**src/verilog/sprite_params.svh**
```systemverilog
// constants for the sprite three control block and its controller
`ifndef SPRITE_PARAMS_SVH
`define SPRITE_PARAMS_SVH

`define CTL_OFFSET 32'h0007_2380
`define CTL_RESET 32'h0000_0000
`define CTL_WMASK 32'hfc7f_8404
`define SURF_RESET 32'h0000_0000
`define COLOR_RESET 32'h0000_0000

`define CTL_EN_BIT 31
`define CTL_GAMMA_BIT 30
`define CTL_FMT_LSB 26
`define CTL_PIPE_LSB 24
`define CTL_KEY_BIT 22
`define CTL_DUP_LSB 20
`define CTL_CSC_BYP_BIT 19
`define CTL_CSC709_BIT 18
`define CTL_ORDER_LSB 16
`define CTL_ROT_BIT 15
`define CTL_TILED_BIT 10
`define CTL_BOTTOM_BIT 2

`define FMT_YUV422 4'h0
`define FMT_IDX8 4'h2
`define FMT_BGR565 4'h5
`define FMT_BGRX8888 4'h6
`define FMT_BGRA8888 4'h7
`define FMT_RGBX1010102 4'h8
`define FMT_RGBA1010102 4'h9
`define FMT_RGBX8888 4'he
`define FMT_RGBA8888 4'hf

`define SEL_CONTROL 2'h0
`define SEL_SURFACE 2'h1
`define SEL_COLOR 2'h2

`define HOST_DATA 8'h00
`define HOST_CMD 8'h04
`define HOST_READBACK 8'h08
`define HOST_STATUS 8'h0c

`endif

```
**src/verilog/sprite_pkg.sv**
```systemverilog
// types shared by both ends of the sprite three control link
package sprite_pkg;

   typedef struct packed {
      logic [31:0] pend_ctl;
      logic [31:0] act_ctl;
      logic [31:0] pend_surf;
      logic [31:0] act_surf;
      logic [31:0] color_adj;
      logic armed;
      logic loaded;
      logic [31:0] rdata;
      logic plane_on;
      logic fetch_en;
      logic [9:0] pix_r;
      logic [9:0] pix_g;
      logic [9:0] pix_b;
      logic pix_valid;
   } dev_state_t;

   typedef struct packed {
      logic [31:0] data;
      logic [31:0] prdata;
      logic pready;
      logic pslverr;
      logic wr;
      logic [1:0] sel;
      logic [31:0] wdata;
      logic [7:0] load_count;
   } host_state_t;

endpackage : sprite_pkg

```
**src/verilog/sprite_link_if.sv**
```systemverilog
// link between the register controller and the sprite three control bank
`timescale 1ns/1ns
`default_nettype none

interface sprite_link_if;
   logic reg_wr;
   logic [1:0] reg_sel;
   logic [31:0] reg_wdata;
   logic [31:0] reg_rdata;
   logic upd_armed;
   logic upd_loaded;

   modport dev_end (
      input reg_wr,
      input reg_sel,
      input reg_wdata,
      output reg_rdata,
      output upd_armed,
      output upd_loaded
   );

   modport host_end (
      output reg_wr,
      output reg_sel,
      output reg_wdata,
      input reg_rdata,
      input upd_armed,
      input upd_loaded
   );
endinterface : sprite_link_if

`default_nettype wire

```
**src/verilog/pix_widen.sv**
```systemverilog
// widens a source pixel of any supported format to 10 bits per component
`timescale 1ns/1ns
`default_nettype none
`include "sprite_params.svh"

module pix_widen (
   input wire logic [3:0] fmt,
   input wire logic [1:0] yuv_order,
   input wire logic [31:0] src,
   output logic [9:0] r,
   output logic [9:0] g,
   output logic [9:0] b
);
   logic [7:0] y0;
   logic [7:0] u;
   logic [7:0] v;

   // byte order of packed 4:2:2, only first luma sample kept
   always_comb begin
      y0 = src[7:0];
      u = src[15:8];
      v = src[31:24];
      unique case (yuv_order)
         2'h0: begin
            y0 = src[7:0];
            u = src[15:8];
            v = src[31:24];
         end
         2'h1: begin
            u = src[7:0];
            y0 = src[15:8];
            v = src[23:16];
         end
         2'h2: begin
            y0 = src[7:0];
            v = src[15:8];
            u = src[31:24];
         end
         2'h3: begin
            v = src[7:0];
            y0 = src[15:8];
            u = src[23:16];
         end
      endcase
   end

   always_comb begin
      r = 10'h000;
      g = 10'h000;
      b = 10'h000;
      case (fmt)
         `FMT_YUV422: begin
            r = {v, v[7:6]};
            g = {y0, y0[7:6]};
            b = {u, u[7:6]};
         end
         `FMT_IDX8: begin
            r = {src[7:0], src[7:6]};
            g = {src[7:0], src[7:6]};
            b = {src[7:0], src[7:6]};
         end
         `FMT_BGR565: begin
            r = {src[15:11], src[15:11]};
            g = {src[10:5], src[10:7]};
            b = {src[4:0], src[4:0]};
         end
         `FMT_BGRX8888, `FMT_BGRA8888: begin
            r = {src[23:16], src[23:22]};
            g = {src[15:8], src[15:14]};
            b = {src[7:0], src[7:6]};
         end
         `FMT_RGBX1010102, `FMT_RGBA1010102: begin
            r = src[9:0];
            g = src[19:10];
            b = src[29:20];
         end
         `FMT_RGBX8888, `FMT_RGBA8888: begin
            r = {src[7:0], src[7:6]};
            g = {src[15:8], src[15:14]};
            b = {src[23:16], src[23:22]};
         end
         default: begin
            r = 10'h000;
            g = 10'h000;
            b = 10'h000;
         end
      endcase
   end
endmodule : pix_widen

`default_nettype wire

```
**src/verilog/sprite_ctrl_dev.sv**
```systemverilog
// sprite three control register with double-buffered update and pixel widening
// Behaviour
// pending copy loads active at armed vblank
// surface write or enable rise arms update
// colour adjust writes apply at once
// pipe two off: use other vblank
// software keeps a pipe running first
// enable drives fetch and pixel output
// trusted: ignore enable, off when unlocked
// bit 30 routes through pipe gamma
// software: gamma bit per trust, format
// field 29:26 selects source format
// every format widened to ten bits
// bit 22 enables source keying
// field 21:20 selects line/pixel doubling
// bit 19 bypasses YUV conversion
// bit 18 picks 601 or 709
// field 17:16 YUV byte order
// bit 15 rotates plane 180 degrees
// bit 10 selects X-tiled memory
// bit 2 forces bottom z-order
// pipe select field has no effect
// reserved bits read zero, read pending
`timescale 1ns/1ns
`default_nettype none
`include "sprite_params.svh"

module sprite_ctrl_dev (
   input wire logic pclk,
   input wire logic presetn,
   sprite_link_if.dev_end lnk,
   input wire logic pipe_a_running,
   input wire logic pipe_b_running,
   input wire logic vblank_a,
   input wire logic vblank_b,
   input wire logic plane_trusted,
   input wire logic regs_unlocked,
   input wire logic [31:0] src_pixel,
   input wire logic src_valid,
   output logic plane_on,
   output logic fetch_en,
   output logic pipe_gamma_en,
   output logic [3:0] src_format,
   output logic src_key_en,
   output logic [1:0] dup_mode,
   output logic csc_bypass,
   output logic csc_bt709,
   output logic [1:0] yuv_order,
   output logic rotate_180,
   output logic x_tiled,
   output logic force_bottom,
   output logic [31:0] surface_base,
   output logic [31:0] color_adjust,
   output logic [9:0] pix_r,
   output logic [9:0] pix_g,
   output logic [9:0] pix_b,
   output logic pix_valid
);
   import sprite_pkg::*;

   dev_state_t s_q;
   dev_state_t s_d;
   logic [31:0] new_ctl;
   logic vblank_sel;
   logic [9:0] w_r;
   logic [9:0] w_g;
   logic [9:0] w_b;

   // widening of the active format
   pix_widen u_widen (
      .fmt(s_q.act_ctl[`CTL_FMT_LSB +: 4]),
      .yuv_order(s_q.act_ctl[`CTL_ORDER_LSB +: 2]),
      .src(src_pixel),
      .r(w_r),
      .g(w_g),
      .b(w_b)
   );

   // pipe select and reserved bits dropped on write
   // reserved bits never stored
   assign new_ctl = lnk.reg_wdata & `CTL_WMASK;

   // fall back to the other pipe's vblank
   assign vblank_sel = pipe_b_running ? vblank_b : vblank_a;

   always_comb begin
      s_d = s_q;
      s_d.loaded = 1'b0;

      // atomic load of pending into active
      if (vblank_sel && s_q.armed) begin
         s_d.act_ctl = s_q.pend_ctl;
         s_d.act_surf = s_q.pend_surf;
         s_d.armed = 1'b0;
         s_d.loaded = 1'b1;
      end

      // arming after the load so a same-cycle trigger is kept
      if (lnk.reg_wr) begin
         unique case (lnk.reg_sel)
            `SEL_CONTROL: begin
               // enable rising edge is a trigger
               if (!s_q.pend_ctl[`CTL_EN_BIT] && new_ctl[`CTL_EN_BIT]) begin
                  s_d.armed = 1'b1;
               end
               // disable also blanks at next vblank
               if (s_q.pend_ctl[`CTL_EN_BIT] && !new_ctl[`CTL_EN_BIT]) begin
                  s_d.armed = 1'b1;
               end
               s_d.pend_ctl = new_ctl;
            end
            `SEL_SURFACE: begin
               // start address write is a trigger
               s_d.pend_surf = lnk.reg_wdata;
               s_d.armed = 1'b1;
            end
            `SEL_COLOR: begin
               // colour adjust bypasses buffering
               s_d.color_adj = lnk.reg_wdata;
            end
            default: begin
               s_d.color_adj = s_q.color_adj;
            end
         endcase
      end

      // read returns pending copy
      s_d.rdata = s_d.pend_ctl;

      // trusted plane follows the lock
      // enable gates fetch and output
      if (plane_trusted) begin
         s_d.plane_on = !regs_unlocked;
      end else begin
         s_d.plane_on = s_d.act_ctl[`CTL_EN_BIT];
      end
      s_d.fetch_en = s_d.plane_on;

      // blanked output when off
      if (s_q.plane_on && src_valid) begin
         s_d.pix_r = w_r;
         s_d.pix_g = w_g;
         s_d.pix_b = w_b;
         s_d.pix_valid = 1'b1;
      end else begin
         s_d.pix_r = 10'h000;
         s_d.pix_g = 10'h000;
         s_d.pix_b = 10'h000;
         s_d.pix_valid = 1'b0;
      end
   end

   always_ff @(posedge pclk or negedge presetn) begin
      if (!presetn) begin
         s_q.pend_ctl <= `CTL_RESET;
         s_q.act_ctl <= `CTL_RESET;
         s_q.pend_surf <= `SURF_RESET;
         s_q.act_surf <= `SURF_RESET;
         s_q.color_adj <= `COLOR_RESET;
         s_q.armed <= 1'b0;
         s_q.loaded <= 1'b0;
         s_q.rdata <= `CTL_RESET;
         s_q.plane_on <= 1'b0;
         s_q.fetch_en <= 1'b0;
         s_q.pix_r <= 10'h000;
         s_q.pix_g <= 10'h000;
         s_q.pix_b <= 10'h000;
         s_q.pix_valid <= 1'b0;
      end else begin
         s_q <= s_d;
      end
   end

   assign lnk.reg_rdata = s_q.rdata;
   assign lnk.upd_armed = s_q.armed;
   assign lnk.upd_loaded = s_q.loaded;

   assign plane_on = s_q.plane_on;
   assign fetch_en = s_q.fetch_en;
   // pipe gamma routing
   assign pipe_gamma_en = s_q.act_ctl[`CTL_GAMMA_BIT];
   // source format code
   assign src_format = s_q.act_ctl[`CTL_FMT_LSB +: 4];
   // keying enable to blender
   assign src_key_en = s_q.act_ctl[`CTL_KEY_BIT];
   // doubling mode
   assign dup_mode = s_q.act_ctl[`CTL_DUP_LSB +: 2];
   // conversion bypass
   assign csc_bypass = s_q.act_ctl[`CTL_CSC_BYP_BIT];
   // colour standard
   assign csc_bt709 = s_q.act_ctl[`CTL_CSC709_BIT];
   // byte order
   assign yuv_order = s_q.act_ctl[`CTL_ORDER_LSB +: 2];
   // rotation
   assign rotate_180 = s_q.act_ctl[`CTL_ROT_BIT];
   // tiling select
   assign x_tiled = s_q.act_ctl[`CTL_TILED_BIT];
   // bottom of z-order
   assign force_bottom = s_q.act_ctl[`CTL_BOTTOM_BIT];
   assign surface_base = s_q.act_surf;
   assign color_adjust = s_q.color_adj;
   assign pix_r = s_q.pix_r;
   assign pix_g = s_q.pix_g;
   assign pix_b = s_q.pix_b;
   assign pix_valid = s_q.pix_valid;
endmodule : sprite_ctrl_dev

`default_nettype wire

```
**src/flat_wrapper.sv**
```systemverilog
// flat-port wrapper written by rule: the top's interface ports become plain ports
module sprite_ctrl_dev_flat import sprite_pkg::*;
  (pclk, presetn, pipe_a_running, pipe_b_running, vblank_a, vblank_b, plane_trusted, regs_unlocked, src_pixel, src_valid, plane_on, fetch_en, pipe_gamma_en, src_format, src_key_en, dup_mode, csc_bypass, csc_bt709, yuv_order, rotate_180, x_tiled, force_bottom, surface_base, color_adjust, pix_r, pix_g, pix_b, pix_valid, lnk_reg_wr, lnk_reg_sel, lnk_reg_wdata, lnk_reg_rdata, lnk_upd_armed, lnk_upd_loaded);
  sprite_link_if lnk_i ();
  input wire logic pclk;
  input wire logic presetn;
  input wire logic pipe_a_running;
  input wire logic pipe_b_running;
  input wire logic vblank_a;
  input wire logic vblank_b;
  input wire logic plane_trusted;
  input wire logic regs_unlocked;
  input wire logic [31:0] src_pixel;
  input wire logic src_valid;
  output logic plane_on;
  output logic fetch_en;
  output logic pipe_gamma_en;
  output logic [3:0] src_format;
  output logic src_key_en;
  output logic [1:0] dup_mode;
  output logic csc_bypass;
  output logic csc_bt709;
  output logic [1:0] yuv_order;
  output logic rotate_180;
  output logic x_tiled;
  output logic force_bottom;
  output logic [31:0] surface_base;
  output logic [31:0] color_adjust;
  output logic [9:0] pix_r;
  output logic [9:0] pix_g;
  output logic [9:0] pix_b;
  output logic pix_valid;
  input wire logic [$bits(lnk_i.reg_wr)-1:0] lnk_reg_wr;
  input wire logic [$bits(lnk_i.reg_sel)-1:0] lnk_reg_sel;
  input wire logic [$bits(lnk_i.reg_wdata)-1:0] lnk_reg_wdata;
  output wire logic [$bits(lnk_i.reg_rdata)-1:0] lnk_reg_rdata;
  output wire logic [$bits(lnk_i.upd_armed)-1:0] lnk_upd_armed;
  output wire logic [$bits(lnk_i.upd_loaded)-1:0] lnk_upd_loaded;
  assign lnk_i.reg_wr = lnk_reg_wr;
  assign lnk_i.reg_sel = lnk_reg_sel;
  assign lnk_i.reg_wdata = lnk_reg_wdata;
  assign lnk_reg_rdata = lnk_i.reg_rdata;
  assign lnk_upd_armed = lnk_i.upd_armed;
  assign lnk_upd_loaded = lnk_i.upd_loaded;
  sprite_ctrl_dev u_core (.pclk(pclk), .presetn(presetn), .lnk(lnk_i), .pipe_a_running(pipe_a_running), .pipe_b_running(pipe_b_running), .vblank_a(vblank_a), .vblank_b(vblank_b), .plane_trusted(plane_trusted), .regs_unlocked(regs_unlocked), .src_pixel(src_pixel), .src_valid(src_valid), .plane_on(plane_on), .fetch_en(fetch_en), .pipe_gamma_en(pipe_gamma_en), .src_format(src_format), .src_key_en(src_key_en), .dup_mode(dup_mode), .csc_bypass(csc_bypass), .csc_bt709(csc_bt709), .yuv_order(yuv_order), .rotate_180(rotate_180), .x_tiled(x_tiled), .force_bottom(force_bottom), .surface_base(surface_base), .color_adjust(color_adjust), .pix_r(pix_r), .pix_g(pix_g), .pix_b(pix_b), .pix_valid(pix_valid));
endmodule
```
**config.mk**
```make
export PLATFORM = sky130hd
export DESIGN_NAME = sprite_ctrl_dev_flat
export DESIGN_NICKNAME = d
export VERILOG_FILES = /design/src/verilog/sprite_pkg.sv /design/src/verilog/sprite_link_if.sv /design/src/verilog/pix_widen.sv /design/src/verilog/sprite_ctrl_dev.sv /design/src/flat_wrapper.sv
export VERILOG_INCLUDE_DIRS = /design/src /design/src/verilog
export SDC_FILE = /design/constraint.sdc
export NUM_CORES = 1
export LEC_CHECK = 0
export ABC_AREA = 1
export BUFFER_PORTS_ARGS = -buffer_cell sky130_fd_sc_hd__buf_2
export CORE_ASPECT_RATIO = 0.5
export CORE_MARGIN = 1
export CORE_UTILIZATION = 40
export DETAILED_ROUTE_END_ITERATION = 10
export MAX_ROUTING_LAYER = met4
export PLACE_DENSITY = 0.74
export SYNTH_ARGS = -nofsm -noshare
export SYNTH_HDL_FRONTEND = slang
export SYNTH_HIERARCHICAL = 1
export SYNTH_SLANG_ARGS = --single-unit
export TNS_END_PERCENT = 30
```
**constraint.sdc**
```tcl
create_clock -name pclk -period 1.4 [get_ports pclk]
set_clock_uncertainty 0.05 [all_clocks]
set_input_delay 0 -clock pclk [delete_from_list [all_inputs] [get_ports pclk]]
set_output_delay 0 -clock pclk [all_outputs]
set_load 0.03 [all_outputs]
```
==> results.md <==
- Syn Area/Cell: 7.80 um2
- Reg-to-reg endpoint: u_core/pix_b[9]
- Post-DRT Antenna Nets: 0
- GRT overflow: 0
- CTS sink cnt: 162
- Peak supply drop: 0.796 mV
- I/O Pins: 222
- Routed WL per cell: 16.3 um
- Min Tclk post-route: about 1.6 ns
- Clock power share: between 20% and 30%
- Post-placement cell count: about 1.5k
- I/O Buffers: between 200 and 250
- Static Leak: 5.92 nW
- Iteration-0 DRC Markers: between 600 and 700
- Critical Path Source Type: register
- Power density cells: between 1500 and 2000 nW/um2
- Vias per cell: 4.77
- H-tree level count: 4
- Worst R2R Start: u_core/src_format[2]
- CP Capture Type: register
- Die X: 211 um
- Fin crit share: 111%
- NetSw: 7.95 mW
- Hold Slack: 0.0295 ns
- Hold path depth: 7
- Pin count of the biggest net entering global routing: 58
- Post-synthesis sequential area ratio: approximately 46%
- Post-DP HPWL: 17.2 mm
- FILL cells: 1970
- Worst hold start: src_pixel[29]
- Switching Share: roughly two fifths
- Height of the die: about 110 um
- FMAX: 642 MHz
- Layout cells sized above 1: 30.1%
- Core area: approximately 21000 um2
- Tot Pwr: approximately 19 mW
- Internal Power: 11.2 mW
- All-Layer GR Usage: 24.0%
- Drt first pass iters: 5
- Synthesized instance count: 1121
- Finished Layout Cells: around 1.6k
- WP data arrival: 1.86 ns
- RSZ-0062 raised after global routing: true
- Mapped Area: 8740 um2
- Maximum fanout along the worst path: 6
- Dpl ws: -0.257 ns
- Final setup fails: 31
- Slew Viols, Final: 0
- Final Cell Area: 10900 um2
- Seq pwr share: approximately 33%
- Gpl congestion: around 0.95
- Post-synth cell types: 28
- Flop and latch count out of synthesis: 162
- Crit Path Category: reg2reg
- Layout area overhead: 24.4%
- Failing checks: negative setup slack
- First-pass GRT wire length: 40.1 mm
- Comb pwr share: 41.5%
- Post-Route WL: 25.8 mm
- Die area: 22500 um2
- Ys Warns: 6
- Critical Path RT: roughly 1.7 ns
- CTS Root Cell: clkbuf_16
- Starting Density: 41.7%
- Worst skew pair latency: 0.43 ns
- Vias in the first global route: 7622
- Fin Setup TNS: -3.35 ns
- Initial antenna violation count: 2
- Type of the most critical hold path: in2reg
- Core Util, Final: between 50% and 60%
- Count of final hold-check violations: 0
- Layout Nets: between 1k and 1.5k
- Worst hold endpoint: u_core/pix_b[7]
- Post-route DRC: 0
- Longest Clk Path Bufs: 2
- DP Area: approximately 9300 um2
- Rows: 37
- Reg2Reg Depth: 8
- Clock transition at path regs: 0.08 ns
- Max cap viols: 0
- CTS tree: yes
- Num CTS Buffers: 17
- Vias: 7585
- Outcome: finished with violations
- Post-route setup slack: -0.157 ns
- Worst reg-to-reg setup slack: -0.16 ns
## per-layer routing
layer  vias up  routed length, um  share of wire (%)  GRT usage [%]
met4         0                783                3.0           10.7
met2       256              12800                 50           39.7
met5         -                  0                  0              -
li1       3640                  -                  -              -
met1      3631              10900                 42           29.1
met3        58               1320                5.1           4.11
## Yosys cell counts (all sizes together)
master    n  area share, %
and2      1          0.072
a21oi     4           0.23
o22ai     4           0.29
o211ai    6           0.52
nand4     5           0.36
clkbuf   15           0.64
nand3b    3           0.30
conb      1          0.043
nor2    110            5.5
nand2   364             16
or2       1          0.072
dfrtp   162             46
nand3    72            4.3
buf     168             14
o21ai   106            6.8
inv      99            4.3
## worst max path at each step
stage                                    start               to  slack [ns]  depth (start not counted)
final                     u_core/src_format[2]  u_core/pix_b[9]       -0.16                          8
after global placement    u_core/src_format[2]  u_core/pix_b[3]       -0.19                          8
after detailed placement  u_core/src_format[2]  u_core/pix_r[2]       -0.26                          8
after global routing      u_core/src_format[2]  u_core/pix_r[0]       -0.22                          8
after CTS                 u_core/src_format[1]  u_core/pix_r[5]       -0.12                          8
after floorplan            u_core/yuv_order[0]  u_core/pix_r[7]        0.01                         10
## cells by family after synthesis
logic type | after synthesis | share of synthesized area [%]
other | 1 | 0.0429
and+or+nand+nor | 556 | 26.4
AOI/OAI and AO/OA | 120 | 7.83
DFF | 162 | 46.4
buffers and inverters | 282 | 19.4
## sequential cells by signal, summed over array words and instances, names as in the netlist, 2 cells and up
register,flops
u_core/s_q,33
u_core/color_adjust,32
u_core/surface_base,32
u_core/lnk.reg_rdata,16
u_core/pix_b,10
u_core/pix_g,10
u_core/pix_r,10
u_core/src_format,4
u_core/dup_mode,2
u_core/yuv_order,2
## power groups by stage
| stage | clock [mW] | sequential (mW) | combinational (mW) |
|---|---|---|---|
| global route | 5.26 | 6.32 | 8.58 |
| finish | 4.95 | 6.22 | 7.94 |
| global placement | 0 | 6.25 | 6.88 |
| CTS | 5.07 | 6.22 | 7.34 |
| detailed placement | 0 | 6.29 | 6.96 |
| floorplan | 0 | 6.26 | 5.63 |
## placed cells by master (no fill, tap or decap), drive strengths merged, types with 2 or more instances in the layout
cell type    Yosys  final
inv             99    103
nand2          364    364
diode            0      2
a21oi            4      4
nand4            5      5
clkinv           0      2
buf            168    253
clkbuf          15     19
conb             1     16
nand3b           3      3
dlygate4sd3      0     59
o21ai          106    106
bufinv           0      3
nor2           110    110
dfrtp          162    162
nand3           72     72
o22ai            4      4
clkinvlp         0      3
o211ai           6      6
## final cells by class
class                           instances  area [um2]  area share (%)
Antenna cell                            2        5.00          0.0460
Clock buffer                           18         429            3.95
Clock inverter                         12         173            1.59
Inverter                               99         379            3.49
Multi-Input combinational cell        692        3270            30.1
Sequential cell                       162        4060            37.3
Tap cell                              292         365            3.36
Timing Repair Buffer                  313        2190            20.2
## what timing repair did
item                                    4_1_cts  5_1_grt
endpoints found under the hold margin       274        0
hold buffers                                 59        0
buffers inserted                              5        3
endpoints found under the setup margin       32       32
gates resized for setup                      32       57
gates cloned                                  0        1
pin swaps                                     6       37
## worst max-delay path: stages, from the launching register on
cell	delay (ns)
dfrtp_2	0.48
nor2_8	0.18
nand3_4	0.20
buf_12	0.21
nor2_4	0.12
nand2_4	0.08
nand3_2	0.07
inv_2	0.03
nor2_1	0.07
(Power assumes the default switching activity.)
